File: config.mk
export PLATFORM = sky130hd
export DESIGN_NAME = accel_output_data_regs
export DESIGN_NICKNAME = d
export VERILOG_FILES = /design/src/accel_regs_pkg.sv /design/src/vec_magnitude_calc.sv /design/src/accel_output_data_regs.sv
export SDC_FILE = /design/constraint.sdc
export NUM_CORES = 2
export LEC_CHECK = 0
export BUFFER_PORTS_ARGS = -buffer_cell sky130_fd_sc_hd__buf_2
export CORE_MARGIN = 2
export CORE_UTILIZATION = 60
export CTS_BUF_LIST = sky130_fd_sc_hd__clkbuf_8
export CTS_CLUSTER_SIZE = 40
export DETAILED_ROUTE_END_ITERATION = 16
export PLACE_DENSITY = 0.78
export SYNTH_ARGS = -nofsm -noshare
export SYNTH_HDL_FRONTEND = slang
export SYNTH_SLANG_ARGS = --single-unit
File: constraint.sdc
create_clock -name sys_clk -period 8.8 [get_ports sys_clk]
set_input_delay 1.32 -clock sys_clk [delete_from_list [all_inputs] [get_ports sys_clk]]
set_output_delay 1.32 -clock sys_clk [all_outputs]
set_load 0.1 [all_outputs]
File: src/accel_regs_pkg.sv
// Shared offsets, field positions, reset values and timing counts of the output-data block
package accel_regs_pkg;
	// Clock rate of sys_clk
	localparam int CLK_FREQ_MHZ = 10;
	// Register port, axis value and counter widths
	localparam int ADDR_W = 8;
	localparam int DATA_W = 8;
	localparam int AXIS_BITS = 12;
	localparam int CNT_W = 16;
	// Register offsets
	localparam logic [7:0] ADDR_INT_STATUS = 8'h00;
	localparam logic [7:0] ADDR_TEMPERATURE = 8'h01;
	localparam logic [7:0] ADDR_MAG_LOW = 8'h02;
	localparam logic [7:0] ADDR_MAG_HIGH = 8'h03;
	localparam logic [7:0] ADDR_X_LOW = 8'h04;
	localparam logic [7:0] ADDR_X_HIGH = 8'h05;
	localparam logic [7:0] ADDR_Y_LOW = 8'h06;
	localparam logic [7:0] ADDR_Y_HIGH = 8'h07;
	localparam logic [7:0] ADDR_Z_LOW = 8'h08;
	localparam logic [7:0] ADDR_Z_HIGH = 8'h09;
	localparam logic [7:0] ADDR_SENSOR_CONFIG_TWO = 8'h16;
	localparam logic [7:0] ADDR_SENSOR_CONFIG_FOUR = 8'h18;
	localparam logic [7:0] ADDR_SENSOR_CONFIG_FIVE = 8'h19;
	localparam logic [7:0] ADDR_PIN_SELECT = 8'h21;
	// Field positions
	localparam int STATUS_BOOT_BIT = 0;
	localparam int STATUS_DRDY_BIT = 7;
	localparam int CFG2_ENDIAN_BIT = 0;
	localparam int CFG2_FAST_READ_BIT = 1;
	localparam int CFG4_POLARITY_BIT = 0;
	localparam int CFG4_DRIVER_BIT = 1;
	localparam int CFG5_MAG_EN_BIT = 0;
	localparam int PINSEL_BOOT_ROUTE_BIT = 0;
	// Reset values
	localparam logic [7:0] CFG_RESET = 8'h00;
	localparam logic [11:0] OUT_RESET = 12'h000;
	localparam logic [7:0] TEMP_RESET = 8'h00;
	localparam logic [7:0] UNMAPPED_READ = 8'h00;
	// Acquisition channels in order
	localparam logic [1:0] CHAN_TEMP = 2'h0;
	localparam logic [1:0] CHAN_Z = 2'h3;
	// Times in their own units
	localparam int BOOT_PULSE_SHORT_US = 10;
	localparam int BOOT_PULSE_LONG_MS = 1;
	localparam int ACQ_GAP_US = 40;
	localparam int BOOT_TIME_US = 100;
	// Times as cycle counts
	localparam int BOOT_PULSE_SHORT_CYC = BOOT_PULSE_SHORT_US * CLK_FREQ_MHZ;
	localparam int BOOT_PULSE_LONG_CYC = BOOT_PULSE_LONG_MS * 1000 * CLK_FREQ_MHZ;
	localparam int ACQ_GAP_CYC = ACQ_GAP_US * CLK_FREQ_MHZ;
	localparam int BOOT_TIME_CYC = BOOT_TIME_US * CLK_FREQ_MHZ;
endpackage : accel_regs_pkg

File: src/vec_magnitude_calc.sv
// Sequential square root of the sum of three squared axis values
`timescale 1ns/1ns
module vec_magnitude_calc
	import accel_regs_pkg::*;
#(
	parameter int W = AXIS_BITS
) (
	input wire logic sys_clk,
	input wire logic nrst,
	input wire logic start,
	input wire logic signed [W-1:0] ax,
	input wire logic signed [W-1:0] ay,
	input wire logic signed [W-1:0] az,
	output logic done,
	output logic [W-1:0] result
);
	localparam int SUM_W = 2 * W + 2;
	localparam int IDX_W = $clog2(W);

	// Root needs at least two bits to iterate
	if (W < 2) begin : g_bad_width
		$error("vec_magnitude_calc: W must be at least 2");
	end

	// Sign-extended copies so the products keep full width
	wire logic signed [2*W-1:0] ax_e = {{W{ax[W-1]}}, ax};
	wire logic signed [2*W-1:0] ay_e = {{W{ay[W-1]}}, ay};
	wire logic signed [2*W-1:0] az_e = {{W{az[W-1]}}, az};
	wire logic signed [2*W-1:0] sq_x = ax_e * ax_e;
	wire logic signed [2*W-1:0] sq_y = ay_e * ay_e;
	wire logic signed [2*W-1:0] sq_z = az_e * az_e;
	wire logic [SUM_W-1:0] sum_in = {2'b00, sq_x} + {2'b00, sq_y} + {2'b00, sq_z};

	logic [SUM_W-1:0] sum_r; // Held sum of squares
	logic [W-1:0] root_r; // Root built from the top bit down
	logic [IDX_W-1:0] idx_r; // Bit under trial
	logic busy_r; // Iteration in progress
	logic done_r; // One-cycle completion pulse

	// Trial root with the current bit set, and its square
	wire logic [W-1:0] trial = root_r | (W'(1) << idx_r);
	wire logic [2*W-1:0] trial_sq = {{W{1'b0}}, trial} * {{W{1'b0}}, trial};
	wire logic keep_bit = {2'b00, trial_sq} <= sum_r;

	// One result bit per cycle; floor of the true root, no rounding
	always_ff @(posedge sys_clk or negedge nrst) begin
		if (!nrst) begin
			sum_r <= '0;
			root_r <= '0;
			idx_r <= '0;
			busy_r <= 1'b0;
			done_r <= 1'b0;
		end else if (start) begin
			// A new start restarts any iteration in flight
			sum_r <= sum_in;
			root_r <= '0;
			idx_r <= IDX_W'(W - 1);
			busy_r <= 1'b1;
			done_r <= 1'b0;
		end else if (busy_r) begin
			root_r <= keep_bit ? trial : root_r;
			idx_r <= idx_r - IDX_W'(1);
			busy_r <= (idx_r != '0);
			done_r <= (idx_r == '0);
		end else begin
			done_r <= 1'b0;
		end
	end

	assign done = done_r;
	assign result = root_r;
endmodule : vec_magnitude_calc

File: src/accel_output_data_regs.sv
// Output-data registers, boot pulse and sample latching of the motion sensor
`timescale 1ns/1ns
module accel_output_data_regs
	import accel_regs_pkg::*;
#(
	parameter int BOOT_LONG_CYCLES = BOOT_PULSE_LONG_CYC,
	parameter int BOOT_SHORT_CYCLES = BOOT_PULSE_SHORT_CYC,
	parameter int BOOT_RUN_CYCLES = BOOT_TIME_CYC,
	parameter int ACQ_GAP_CYCLES = ACQ_GAP_CYC
) (
	input wire logic sys_clk,
	input wire logic nrst,
	input wire logic soft_rst,
	input wire logic hib_exit,
	input wire logic boot_signal_select_pin,
	input wire logic odr_tick,
	input wire logic [11:0] adc_data,
	output logic acq_strobe,
	output logic [1:0] acq_chan,
	input wire logic host_req,
	input wire logic host_wr,
	input wire logic host_first,
	input wire logic [7:0] host_addr,
	input wire logic [7:0] host_wdata,
	output logic host_ack,
	output logic host_nak,
	output logic [7:0] host_rdata,
	output logic boot_done_flag,
	output logic data_ready_flag,
	output logic first_interrupt_pin_out,
	output logic first_interrupt_pin_oe,
	output logic second_interrupt_pin_out,
	output logic second_interrupt_pin_oe
);
	// Counts must fit the shared counter and be at least one cycle
	if (BOOT_LONG_CYCLES < 1 || BOOT_LONG_CYCLES >= 2 ** CNT_W ||
		BOOT_SHORT_CYCLES < 1 || BOOT_SHORT_CYCLES >= 2 ** CNT_W ||
		BOOT_RUN_CYCLES < 1 || BOOT_RUN_CYCLES >= 2 ** CNT_W ||
		ACQ_GAP_CYCLES < 1 || ACQ_GAP_CYCLES >= 2 ** CNT_W) begin : g_bad_count
		$error("accel_output_data_regs: cycle count out of range");
	end

	typedef enum logic [1:0] {BOOT_RUN, BOOT_PULSE, BOOT_READY} boot_state_e;
	typedef enum logic [1:0] {ACQ_IDLE, ACQ_RUN, ACQ_START, ACQ_CALC} acq_state_e;

	localparam logic [CNT_W-1:0] LONG_LAST = CNT_W'(BOOT_LONG_CYCLES - 1);
	localparam logic [CNT_W-1:0] SHORT_LAST = CNT_W'(BOOT_SHORT_CYCLES - 1);
	localparam logic [CNT_W-1:0] RUN_LAST = CNT_W'(BOOT_RUN_CYCLES - 1);
	localparam logic [CNT_W-1:0] GAP_LAST = CNT_W'(ACQ_GAP_CYCLES - 1);

	// Places one 12-bit value into one byte of its register pair
	function automatic logic [7:0] pair_byte(input logic [11:0] v, input logic hi,
		input logic be, input logic fast, input logic sx);
		logic [3:0] ext;
		ext = {4{sx & v[11]}};
		if (fast && !hi) pair_byte = v[11:4];
		else if (be) pair_byte = hi ? {v[3:0], 4'h0} : v[11:4];
		else pair_byte = hi ? {ext, v[11:8]} : v[7:0];
	endfunction : pair_byte

	// Returns pin level and enable for a given active state and driver setup
	function automatic logic [1:0] pin_drive(input logic active, input logic pol,
		input logic od);
		logic level;
		// Polarity bit clear means active high, so the reset value gives a high pulse
		level = active ? ~pol : pol;
		// Open drain only pulls low; the high level comes from the pull-up
		pin_drive = od ? {1'b0, ~level} : {level, 1'b1};
	endfunction : pin_drive

	// Boot sequencer state
	boot_state_e boot_st_r;
	logic [CNT_W-1:0] boot_cnt_r; // Boot time, then pulse width
	logic long_mode_r; // Boot pin seen high at boot completion
	logic pulse_pol_r; // Polarity frozen for the pulse
	logic pulse_od_r; // Driver type frozen for the pulse
	logic pulse_route_r; // Pin mapping frozen for the pulse
	// Host-visible configuration
	logic [7:0] cfg_two_r; // Endian select and fast read
	logic [7:0] cfg_four_r; // Polarity and driver type, kept over soft reset
	logic [7:0] cfg_five_r; // Magnitude enable
	logic [7:0] pin_sel_r; // Boot pin mapping, kept over soft reset
	// Acquisition and output data
	acq_state_e acq_st_r;
	logic [CNT_W-1:0] gap_cnt_r; // Spacing between acquisitions
	logic [1:0] chan_r; // Channel being acquired
	logic strobe_r; // Acquisition request this cycle
	logic [11:0] shadow_r [0:3]; // Per-channel results before the latch
	logic [7:0] temperature_value_r;
	logic [11:0] axis_r [0:2]; // X, Y, Z output values
	logic [11:0] magnitude_r;
	logic data_ready_r;
	// Host port
	logic [7:0] ptr_r; // Burst address pointer
	logic ack_r;
	logic nak_r;
	logic [7:0] rdata_r;
	// Interrupt pins
	logic [1:0] pin1_r;
	logic [1:0] pin2_r;

	wire logic restart = soft_rst | hib_exit; // Both re-run the boot
	wire logic boot_done = (boot_st_r != BOOT_READY) ? (boot_st_r == BOOT_PULSE) : 1'b1;
	wire logic boot_finish = (boot_st_r == BOOT_RUN) && (boot_cnt_r == RUN_LAST);
	wire logic [CNT_W-1:0] pulse_last = long_mode_r ? LONG_LAST : SHORT_LAST;
	wire logic endian_be = cfg_two_r[CFG2_ENDIAN_BIT];
	wire logic fast_read = cfg_two_r[CFG2_FAST_READ_BIT];
	wire logic mag_en = cfg_five_r[CFG5_MAG_EN_BIT];

	// Host decode
	wire logic [7:0] acc_addr = host_first ? host_addr : ptr_r;
	wire logic take = host_req && boot_done && !restart;
	wire logic take_rd = take && !host_wr;
	wire logic take_wr = take && host_wr;
	wire logic clr_read = take_rd && (acc_addr >= ADDR_MAG_LOW) &&
		(acc_addr <= ADDR_Z_HIGH);
	wire logic axis_area = (acc_addr >= ADDR_X_LOW) && (acc_addr <= ADDR_Z_HIGH);
	wire logic [7:0] next_ptr = (fast_read && axis_area) ? acc_addr + 8'h02 :
		acc_addr + 8'h01;
	wire logic [2:0] axis_idx = 3'((acc_addr - ADDR_X_LOW) >> 1);
	wire logic axis_hi = acc_addr[0] ^ ADDR_X_LOW[0];
	wire logic [7:0] axis_byte = pair_byte(axis_r[axis_idx[1:0]], axis_hi, endian_be,
		fast_read, 1'b1);
	wire logic [7:0] mag_byte = pair_byte(magnitude_r, acc_addr == ADDR_MAG_HIGH,
		endian_be, 1'b0, 1'b0);
	// Widen before shifting so the flag bits are not shifted out of a one-bit value
	wire logic [7:0] status_byte = (8'(data_ready_r) << STATUS_DRDY_BIT) |
		(8'(boot_done) << STATUS_BOOT_BIT);

	// Read mux over the fixed address map
	wire logic [7:0] rd_byte =
		(acc_addr == ADDR_INT_STATUS) ? status_byte :
		(acc_addr == ADDR_TEMPERATURE) ? temperature_value_r :
		(acc_addr == ADDR_MAG_LOW || acc_addr == ADDR_MAG_HIGH) ? mag_byte :
		axis_area ? axis_byte :
		(acc_addr == ADDR_SENSOR_CONFIG_TWO) ? cfg_two_r :
		(acc_addr == ADDR_SENSOR_CONFIG_FOUR) ? cfg_four_r :
		(acc_addr == ADDR_SENSOR_CONFIG_FIVE) ? cfg_five_r :
		(acc_addr == ADDR_PIN_SELECT) ? pin_sel_r : UNMAPPED_READ;

	// Acquisition decode
	wire logic capture = (acq_st_r == ACQ_RUN) && strobe_r;
	wire logic next_chan = (acq_st_r == ACQ_RUN) && (gap_cnt_r == GAP_LAST) &&
		(chan_r != CHAN_Z);
	wire logic seq_start = (acq_st_r == ACQ_IDLE) && odr_tick && boot_done && !restart;
	wire logic mag_start = (acq_st_r == ACQ_START) && mag_en;
	wire logic mag_done;
	wire logic [11:0] mag_result;
	wire logic latch = ((acq_st_r == ACQ_START) && !mag_en) ||
		((acq_st_r == ACQ_CALC) && mag_done);

	vec_magnitude_calc #(.W(AXIS_BITS)) u_mag (
		.sys_clk(sys_clk),
		.nrst(nrst),
		.start(mag_start),
		.ax(shadow_r[1]),
		.ay(shadow_r[2]),
		.az(shadow_r[3]),
		.done(mag_done),
		.result(mag_result)
	);

	// Boot sequencer: run time, then one pulse, then ready
	always_ff @(posedge sys_clk or negedge nrst) begin
		if (!nrst) begin
			boot_st_r <= BOOT_RUN;
			boot_cnt_r <= '0;
		end else if (restart) begin
			boot_st_r <= BOOT_RUN;
			boot_cnt_r <= '0;
		end else begin
			case (boot_st_r)
				BOOT_RUN: begin
					boot_st_r <= boot_finish ? BOOT_PULSE : BOOT_RUN;
					boot_cnt_r <= boot_finish ? '0 : boot_cnt_r + CNT_W'(1);
				end
				BOOT_PULSE: begin
					// Pulse length depends on the boot pin mode
					boot_st_r <= (boot_cnt_r == pulse_last) ? BOOT_READY : BOOT_PULSE;
					boot_cnt_r <= boot_cnt_r + CNT_W'(1);
				end
				BOOT_READY: boot_cnt_r <= '0;
				default: boot_st_r <= BOOT_RUN;
			endcase
		end
	end

	// Pulse setup frozen at completion so host writes cannot bend it
	always_ff @(posedge sys_clk or negedge nrst) begin
		if (!nrst) begin
			long_mode_r <= 1'b0;
			pulse_pol_r <= 1'b0;
			pulse_od_r <= 1'b0;
			pulse_route_r <= 1'b0;
		end else if (boot_finish && !restart) begin
			long_mode_r <= boot_signal_select_pin;
			pulse_pol_r <= cfg_four_r[CFG4_POLARITY_BIT];
			pulse_od_r <= cfg_four_r[CFG4_DRIVER_BIT];
			pulse_route_r <= pin_sel_r[PINSEL_BOOT_ROUTE_BIT];
		end
	end

	// Pin drive: quiet while booting, short pulse on the mapped pin, long pulse low on the second pin, idle after
	wire logic pulsing = (boot_st_r == BOOT_PULSE);
	wire logic cur_pol = cfg_four_r[CFG4_POLARITY_BIT];
	wire logic cur_od = cfg_four_r[CFG4_DRIVER_BIT];
	wire logic [1:0] pin1_nxt = (boot_st_r == BOOT_RUN) ? 2'h0 :
		pulsing ? pin_drive(!long_mode_r && !pulse_route_r, pulse_pol_r, pulse_od_r) :
		pin_drive(1'b0, cur_pol, cur_od);
	wire logic [1:0] pin2_nxt = (boot_st_r == BOOT_RUN) ? 2'h0 :
		(pulsing && long_mode_r) ? 2'h1 :
		pulsing ? pin_drive(pulse_route_r, pulse_pol_r, pulse_od_r) :
		pin_drive(1'b0, cur_pol, cur_od);
	always_ff @(posedge sys_clk or negedge nrst) begin
		if (!nrst) begin
			pin1_r <= 2'h0;
			pin2_r <= 2'h0;
		end else begin
			pin1_r <= pin1_nxt;
			pin2_r <= pin2_nxt;
		end
	end

	// Configuration kept over soft reset; power-on and hibernate exit clear it
	always_ff @(posedge sys_clk or negedge nrst) begin
		if (!nrst) begin
			cfg_four_r <= CFG_RESET;
			pin_sel_r <= CFG_RESET;
		end else if (hib_exit) begin
			cfg_four_r <= CFG_RESET;
			pin_sel_r <= CFG_RESET;
		end else if (take_wr) begin
			// Writes are only taken after boot, so the first short pulse is active high
			if (acc_addr == ADDR_SENSOR_CONFIG_FOUR) cfg_four_r <= host_wdata;
			if (acc_addr == ADDR_PIN_SELECT) pin_sel_r <= host_wdata;
		end
	end

	// Configuration cleared by every reset kind
	always_ff @(posedge sys_clk or negedge nrst) begin
		if (!nrst) begin
			cfg_two_r <= CFG_RESET;
			cfg_five_r <= CFG_RESET;
		end else if (restart) begin
			cfg_two_r <= CFG_RESET;
			cfg_five_r <= CFG_RESET;
		end else if (take_wr) begin
			if (acc_addr == ADDR_SENSOR_CONFIG_TWO) cfg_two_r <= host_wdata;
			if (acc_addr == ADDR_SENSOR_CONFIG_FIVE) cfg_five_r <= host_wdata;
		end
	end

	// Acquisition sequencer: four channels spaced apart, then calculation
	always_ff @(posedge sys_clk or negedge nrst) begin
		if (!nrst) begin
			acq_st_r <= ACQ_IDLE;
			gap_cnt_r <= '0;
			chan_r <= CHAN_TEMP;
			strobe_r <= 1'b0;
		end else if (restart) begin
			acq_st_r <= ACQ_IDLE; // A reset drops a sample in flight
			strobe_r <= 1'b0;
		end else begin
			strobe_r <= seq_start || next_chan;
			case (acq_st_r)
				ACQ_IDLE: begin
					acq_st_r <= seq_start ? ACQ_RUN : ACQ_IDLE;
					chan_r <= CHAN_TEMP;
					gap_cnt_r <= '0;
				end
				ACQ_RUN: begin
					chan_r <= next_chan ? chan_r + 2'h1 : chan_r;
					gap_cnt_r <= next_chan ? '0 : gap_cnt_r + CNT_W'(1);
					// Last channel taken: move on to the shared latch
					acq_st_r <= (capture && chan_r == CHAN_Z) ? ACQ_START : ACQ_RUN;
				end
				ACQ_START: acq_st_r <= mag_en ? ACQ_CALC : ACQ_IDLE;
				ACQ_CALC: acq_st_r <= mag_done ? ACQ_IDLE : ACQ_CALC;
				default: acq_st_r <= ACQ_IDLE;
			endcase
		end
	end

	// Per-channel shadow values taken at each strobe
	always_ff @(posedge sys_clk or negedge nrst) begin
		if (!nrst) begin
			for (int i = 0; i < 4; i++) shadow_r[i] <= OUT_RESET;
		end else if (capture) begin
			shadow_r[chan_r] <= adc_data;
		end
	end

	// Output registers move together at the latch edge; a restart clears only the magnitude
	always_ff @(posedge sys_clk or negedge nrst) begin
		if (!nrst) begin
			temperature_value_r <= TEMP_RESET;
			for (int i = 0; i < 3; i++) axis_r[i] <= OUT_RESET;
			magnitude_r <= OUT_RESET;
		end else if (restart) begin
			magnitude_r <= OUT_RESET;
		end else if (latch) begin
			temperature_value_r <= shadow_r[0][7:0];
			for (int i = 0; i < 3; i++) axis_r[i] <= shadow_r[i + 1];
			if (acq_st_r == ACQ_CALC) magnitude_r <= mag_result;
		end
	end

	// Data-ready flag: a latch in the clearing cycle wins
	always_ff @(posedge sys_clk or negedge nrst) begin
		if (!nrst) data_ready_r <= 1'b0;
		else if (restart) data_ready_r <= 1'b0;
		else if (latch) data_ready_r <= 1'b1;
		else if (clr_read) data_ready_r <= 1'b0;
	end

	// Host answers one cycle after the request
	always_ff @(posedge sys_clk or negedge nrst) begin
		if (!nrst) begin
			ack_r <= 1'b0;
			nak_r <= 1'b0;
			rdata_r <= 8'h00;
			ptr_r <= 8'h00;
		end else begin
			ack_r <= take;
			nak_r <= host_req && !take;
			if (take_rd) rdata_r <= rd_byte;
			if (take) ptr_r <= next_ptr;
		end
	end

	assign acq_strobe = strobe_r;
	assign acq_chan = chan_r;
	assign host_ack = ack_r;
	assign host_nak = nak_r;
	assign host_rdata = rdata_r;
	assign boot_done_flag = boot_done;
	assign data_ready_flag = data_ready_r;
	assign first_interrupt_pin_out = pin1_r[1];
	assign first_interrupt_pin_oe = pin1_r[0];
	assign second_interrupt_pin_out = pin2_r[1];
	assign second_interrupt_pin_oe = pin2_r[0];

	// Checks on the block's own outputs and internal state
	a_boot_refuse: assert property (@(posedge sys_clk) disable iff (!nrst)
		host_req && !boot_done |=> host_nak && !host_ack) else $error("access taken in boot");
	a_flag_stays: assert property (@(posedge sys_clk) disable iff (!nrst)
		boot_done && !restart |=> boot_done) else $error("boot flag dropped");
	a_latch_ready: assert property (@(posedge sys_clk) disable iff (!nrst)
		latch && !restart |=> data_ready_flag && axis_r[2] == $past(shadow_r[3]))
		else $error("latch without data ready");
	a_axis_clear: assert property (@(posedge sys_clk) disable iff (!nrst)
		take_rd && axis_area && !latch |=> !data_ready_flag) else $error("axis read kept flag");
	a_mag_clear: assert property (@(posedge sys_clk) disable iff (!nrst)
		take_rd && acc_addr == ADDR_MAG_HIGH && !latch |=> !data_ready_flag)
		else $error("magnitude read kept flag");
	a_sign_copy: assert property (@(posedge sys_clk) disable iff (!nrst)
		take_rd && acc_addr == ADDR_X_HIGH && !endian_be |=>
		host_rdata[7:4] == {4{axis_r[0][11]}}) else $error("sign copy wrong");
	a_big_nibble: assert property (@(posedge sys_clk) disable iff (!nrst)
		take_rd && acc_addr == ADDR_Y_HIGH && endian_be |=> host_rdata[3:0] == 4'h0)
		else $error("big endian low nibble not zero");
	a_fast_top: assert property (@(posedge sys_clk) disable iff (!nrst)
		take_rd && acc_addr == ADDR_Z_LOW && fast_read |=> host_rdata == axis_r[2][11:4])
		else $error("fast read byte wrong");
	a_fast_skip: assert property (@(posedge sys_clk) disable iff (!nrst)
		take && acc_addr == ADDR_X_LOW && fast_read |=> ptr_r == ADDR_Y_LOW)
		else $error("fast read did not skip");
	a_mag_hold: assert property (@(posedge sys_clk) disable iff (!nrst)
		acq_st_r == ACQ_START && !mag_en && !restart |=> $stable(magnitude_r))
		else $error("magnitude changed while disabled");
	a_cfg_kept: assert property (@(posedge sys_clk) disable iff (!nrst)
		soft_rst && !hib_exit |=> $stable(cfg_four_r) && $stable(pin_sel_r))
		else $error("soft reset lost pin setup");
	a_long_pulse: assert property (@(posedge sys_clk) disable iff (!nrst)
		$rose(pulsing) && long_mode_r |=> second_interrupt_pin_oe && !second_interrupt_pin_out)
		else $error("long boot pulse not low");
	a_short_pulse: assert property (@(posedge sys_clk) disable iff (!nrst)
		$rose(pulsing) && !long_mode_r && !pulse_route_r && !pulse_pol_r && !pulse_od_r |=>
		first_interrupt_pin_out && first_interrupt_pin_oe)
		else $error("default boot pulse not high on first pin");
	a_gap_spacing: assert property (@(posedge sys_clk) disable iff (!nrst)
		strobe_r && chan_r != CHAN_Z && !restart |=> !strobe_r)
		else $error("acquisitions too close");
endmodule : accel_output_data_regs

==> results.md <==
CTS:
- The H-tree generated during clock tree synthesis spans 2 levels.
- The worst-case clock buffer depth is 3.
- The hold buffer count at cts is 0.
- The clock tree from TritonCTS is built.
- The clock edge transition at the registers on the reported setup and hold paths is 0.06 ns.
- The root buffer cell is sky130_fd_sc_hd__clkbuf_8.
- The clock buffer count from CTS is 43.
- For this design, the sink count on the clock tree is 242.
- The clock reaches the later pin of the worst-skew pair after 0.61 ns.

Drt:
- After detailed routing, the total wire length is 76.2 mm.
- Dividing the detail-routed wire length by the instance count gives 17.7 um.
- In this run, the number of DRC markers left after iteration 0 of detailed routing was 1640.
- The length of the first detailed-routing pass in iterations is 5.
- Once detail routing completed, the nets flagged for antenna violations numbered 0.
- After detailed routing, the number of remaining DRC violations is 0.
- The average via count per standard cell is 5.69.
- The routed layout has 24.5k vias.

Setup path:
- The worst register-to-register path has a depth of 33.
- The worst reg2reg path endpoint is u_mag.result[10]$_DFFE_PN0P_.
- The type of origin of the critical path is a flip-flop.
- In this design, the stage delay of the slowest critical-path cell is 0.64 ns.
- The reg-to-reg setup timing slack is 0.37 ns.
- The startpoint-to-endpoint class of the critical path is flip-flop to flip-flop.
- The peak fanout along the critical path is 11.
- The sum of buffers and inverters on the critical path is 8.
- The category of the worst setup path capture point is a flip-flop.
- The data arrival time at the worst-slack endpoint is 8.95 ns.
- The startpoint of the lowest-slack register-to-register path is u_mag.idx_r[0]$_DFFE_PN0P_.
- The cell family contributing the most delay on the critical path is adder cells.
- The data required time at the worst endpoint is 9.31 ns.
- The slowest stage of the critical path is the sky130_fd_sc_hd__or4b_2 cell.

Synth:
- The instance count of the mapped netlist is 3545.
- The number of enable-type register cells in the synthesized netlist is 0.
- Yosys mapped the design onto 85 distinct sky130hd cell types.
- In the post-synthesis netlist, the biggest area contributors are sky130_fd_sc_hd__fa_1, sky130_fd_sc_hd__dfrtp_1, sky130_fd_sc_hd__ha_1.
- The number of nets handed over by synthesis was 4351.
- For this run, the leading register cell type out of synthesis is sky130_fd_sc_hd__dfrtp_1.
- Among all cell types in the netlist, the one instantiated most often is sky130_fd_sc_hd__inv_1.
- The flop and latch count out of synthesis is 242.
- The library cell occupying the most area in the post-synthesis netlist is sky130_fd_sc_hd__fa_1.
- The combined area of all synthesized cells is 32700 um2.
- The mean post-synth cell area is 9.23 um2.
- Counting instances in the post-synthesis netlist gives the leading cell types as sky130_fd_sc_hd__inv_1, sky130_fd_sc_hd__fa_1, sky130_fd_sc_hd__nand2_1.
- The area fraction of the dominant cell type after synthesis is 27.6%.
- The share of async-settable or async-resettable flops after synthesis is 100%.
- The count of warnings emitted by yosys is 0.
- Of the synthesized area, sequential elements account for 18.5%.

STA:
- The final max-slew violation count is 0.
- The worst pin sits at a relative slew slack of 38.4%.
- Dividing the final minimum period by the clock period gives 95.8%.
- At the pin with the least slew margin, the transition time is 0.915 ns.
- The highest clock rate is 0.119 GHz.
- The final number of hold-violating endpoints came to 0.
- The shortest period the worst path allows is 8.43 ns.
- The final worst clock skew is 0.0267 ns.
- Adding up every negative setup slack in the final design gives 0 ns.
- Setup slack on the critical path of the routed design comes to 0.367 ns.
- Setup violations remaining at the end of the flow were counted as 0.

Cells and area:
- The area growth from synthesis to final layout is 6.41%.
- The diode insertion count for antenna repair is 0.
- The filler cells instantiated in the layout total 4355.
- The ratio of cells with drive above 1 in the final layout is 7.95%.
- After the last flow step, the layout net total stands at 4384.
- The post-route cell area is 34800 um2.

Die:
- The core region is 53900 um2.
- During I/O placement, the number of pins put on the boundary was 56.
- The effective utilization at floorplan is 60.7%.
- The floorplan has 85 rows.
- The die is 238 um tall.
- The die is 238 um wide.
- The floorplan step defined a die boundary enclosing 56400 um2.

Hold path:
- Along the worst hold path, the cell count comes to 2.
- The path class of the tightest hold or removal check is flip-flop to flip-flop.
- The startpoint identified for the worst hold timing path is axis_r[9]$_DFFE_PN0P_.
- The end point of the worst hold path is axis_r[9]$_DFFE_PN0P_.

GRT:
- The total congestion overflow is 0.
- The number of antenna violations at the first check in global routing was 0.
- The maximum number of pins on one net before global-route repair is 105.
- The first global-routing pass estimated 129 mm of wire.
- The all-layer global routing usage is 28.5%.
- The via count of the first global-routing pass is 25.3k.

Placement:
- The routability-driven placement congestion ratio is 0.939.
- Timing analysis after detailed placement gives a worst setup slack of 0.259 ns.
- The placed instances occupy a cell area of 33700 um2.
- The half-perimeter wire length after placement is 61.9 mm.
- The count of buffers added on input and output ports is 55.

Run status:
- The run finished with clean final reports.

Run:
- The count of maximum capacitance violations is 0.
-- cell families (layout without fill, tap and decap cells) --
group / count (synthesis) / count (layout) / share of synthesized area, %
AOI/OAI and AO/OA: 535 / 535 / 10.6
xor gates and xnor gates: 165 / 165 / 4.42
adders and majority gates: 769 / 769 / 39.8
buffers and inverters: 790 / 856 / 9.12
DFF: 242 / 242 / 18.5
muxes: 139 / 139 / 4.63
and+or+nand+nor: 905 / 905 / 12.9
-- how the worst max path moves through the flow --
stage               depth (start not counted)                            to                       start
finish                                     33  u_mag.result[10]$_DFFE_PN0P_  u_mag.idx_r[0]$_DFFE_PN0P_
global route                               32  u_mag.result[10]$_DFFE_PN0P_  u_mag.idx_r[2]$_DFFE_PN0P_
CTS                                        34   u_mag.sum_r[25]$_DFFE_PN0P_    shadow_r[26]$_DFFE_PN0P_
detailed placement                         34   u_mag.sum_r[25]$_DFFE_PN0P_    shadow_r[26]$_DFFE_PN0P_
global placement                           35   u_mag.sum_r[21]$_DFFE_PN0P_    shadow_r[19]$_DFFE_PN0P_
floorplan                                  32  u_mag.result[10]$_DFFE_PN0P_  u_mag.idx_r[3]$_DFFE_PN0P_
-- per-stage QoR --
step	hold slack [ns]	cells	util, %
floorplan	0.449	3545	-
global placement	0.461	4225	62.5
detailed placement	0.470	4225	62.5
CTS	0.483	4303	64.4
global route	0.504	4307	64.6
finish	0.479	4307	64.6
-- cell type report --
type	count	area [um2]	area share, %
inverters	692	2600	7.47
clock buffers	55	757	2.17
flip-flops and latches	242	6070	17.4
clock inverters	23	262	0.751
repair buffers	86	531	1.52
multi-input cells	2513	23700	68.2
well taps	696	871	2.50
-- flip-flops by register name, indices dropped and copies added, names as in the netlist, 2 cells and up --
register             flops
host_rdata               8
cfg_two_r                8
shadow_r                44
axis_r                  36
acq_chan                 2
cfg_five_r               8
u_mag.idx_r              4
pin1_r                   2
gap_cnt_r               16
u_mag.result            12
ptr_r                    8
magnitude_r             12
cfg_four_r               8
acq_st_r                 2
boot_st_r                2
temperature_value_r      8
boot_cnt_r              16
pin_sel_r                8
pin2_r                   2
u_mag.sum_r             26
-- layer usage --
layer | part of all wire [%] | vias up | global-route usage, % | wire, um
met4 | 4.0 | 0 | 10.8 | 3050
li1 | - | 11494 | - | -
met1 | 42 | 12172 | 38.0 | 32400
met5 | 0 | - | 0 | 0
met3 | 5.3 | 161 | 3.54 | 4010
met2 | 48 | 688 | 47.9 | 36800
-- placed cells by master, fill, tap and decap left out, types with 58 or more instances in the layout --
| cell | instances |
|---|---|
| sky130_fd_sc_hd__and2_1 | 85 |
| sky130_fd_sc_hd__mux2i_1 | 62 |
| sky130_fd_sc_hd__ha_1 | 318 |
| sky130_fd_sc_hd__o21ai_0 | 130 |
| sky130_fd_sc_hd__mux2_2 | 73 |
| sky130_fd_sc_hd__fa_1 | 451 |
| sky130_fd_sc_hd__nand2_1 | 334 |
| sky130_fd_sc_hd__inv_1 | 697 |
| sky130_fd_sc_hd__dfrtp_1 | 233 |
| sky130_fd_sc_hd__xnor2_1 | 107 |
| sky130_fd_sc_hd__a21oi_1 | 127 |
| sky130_fd_sc_hd__nor2_1 | 225 |
| sky130_fd_sc_hd__xor2_1 | 58 |
-- what timing repair did --
item / 4_1_cts / 5_1_grt
setup endpoints to repair: 0 / 19
setup buffers: 0 / 4
resized for setup: 0 / 19
-- worst min-delay path, cell delays in order, from the launching register on --
cell	delay [ns]
sky130_fd_sc_hd__dfrtp_1	0.34
sky130_fd_sc_hd__nand2_1	0.05
sky130_fd_sc_hd__o21ai_0	0.06
Power is left out: the tool's default activity adds up to more than one toggle a clock period on the data nets, which glitch-free logic cannot reach.
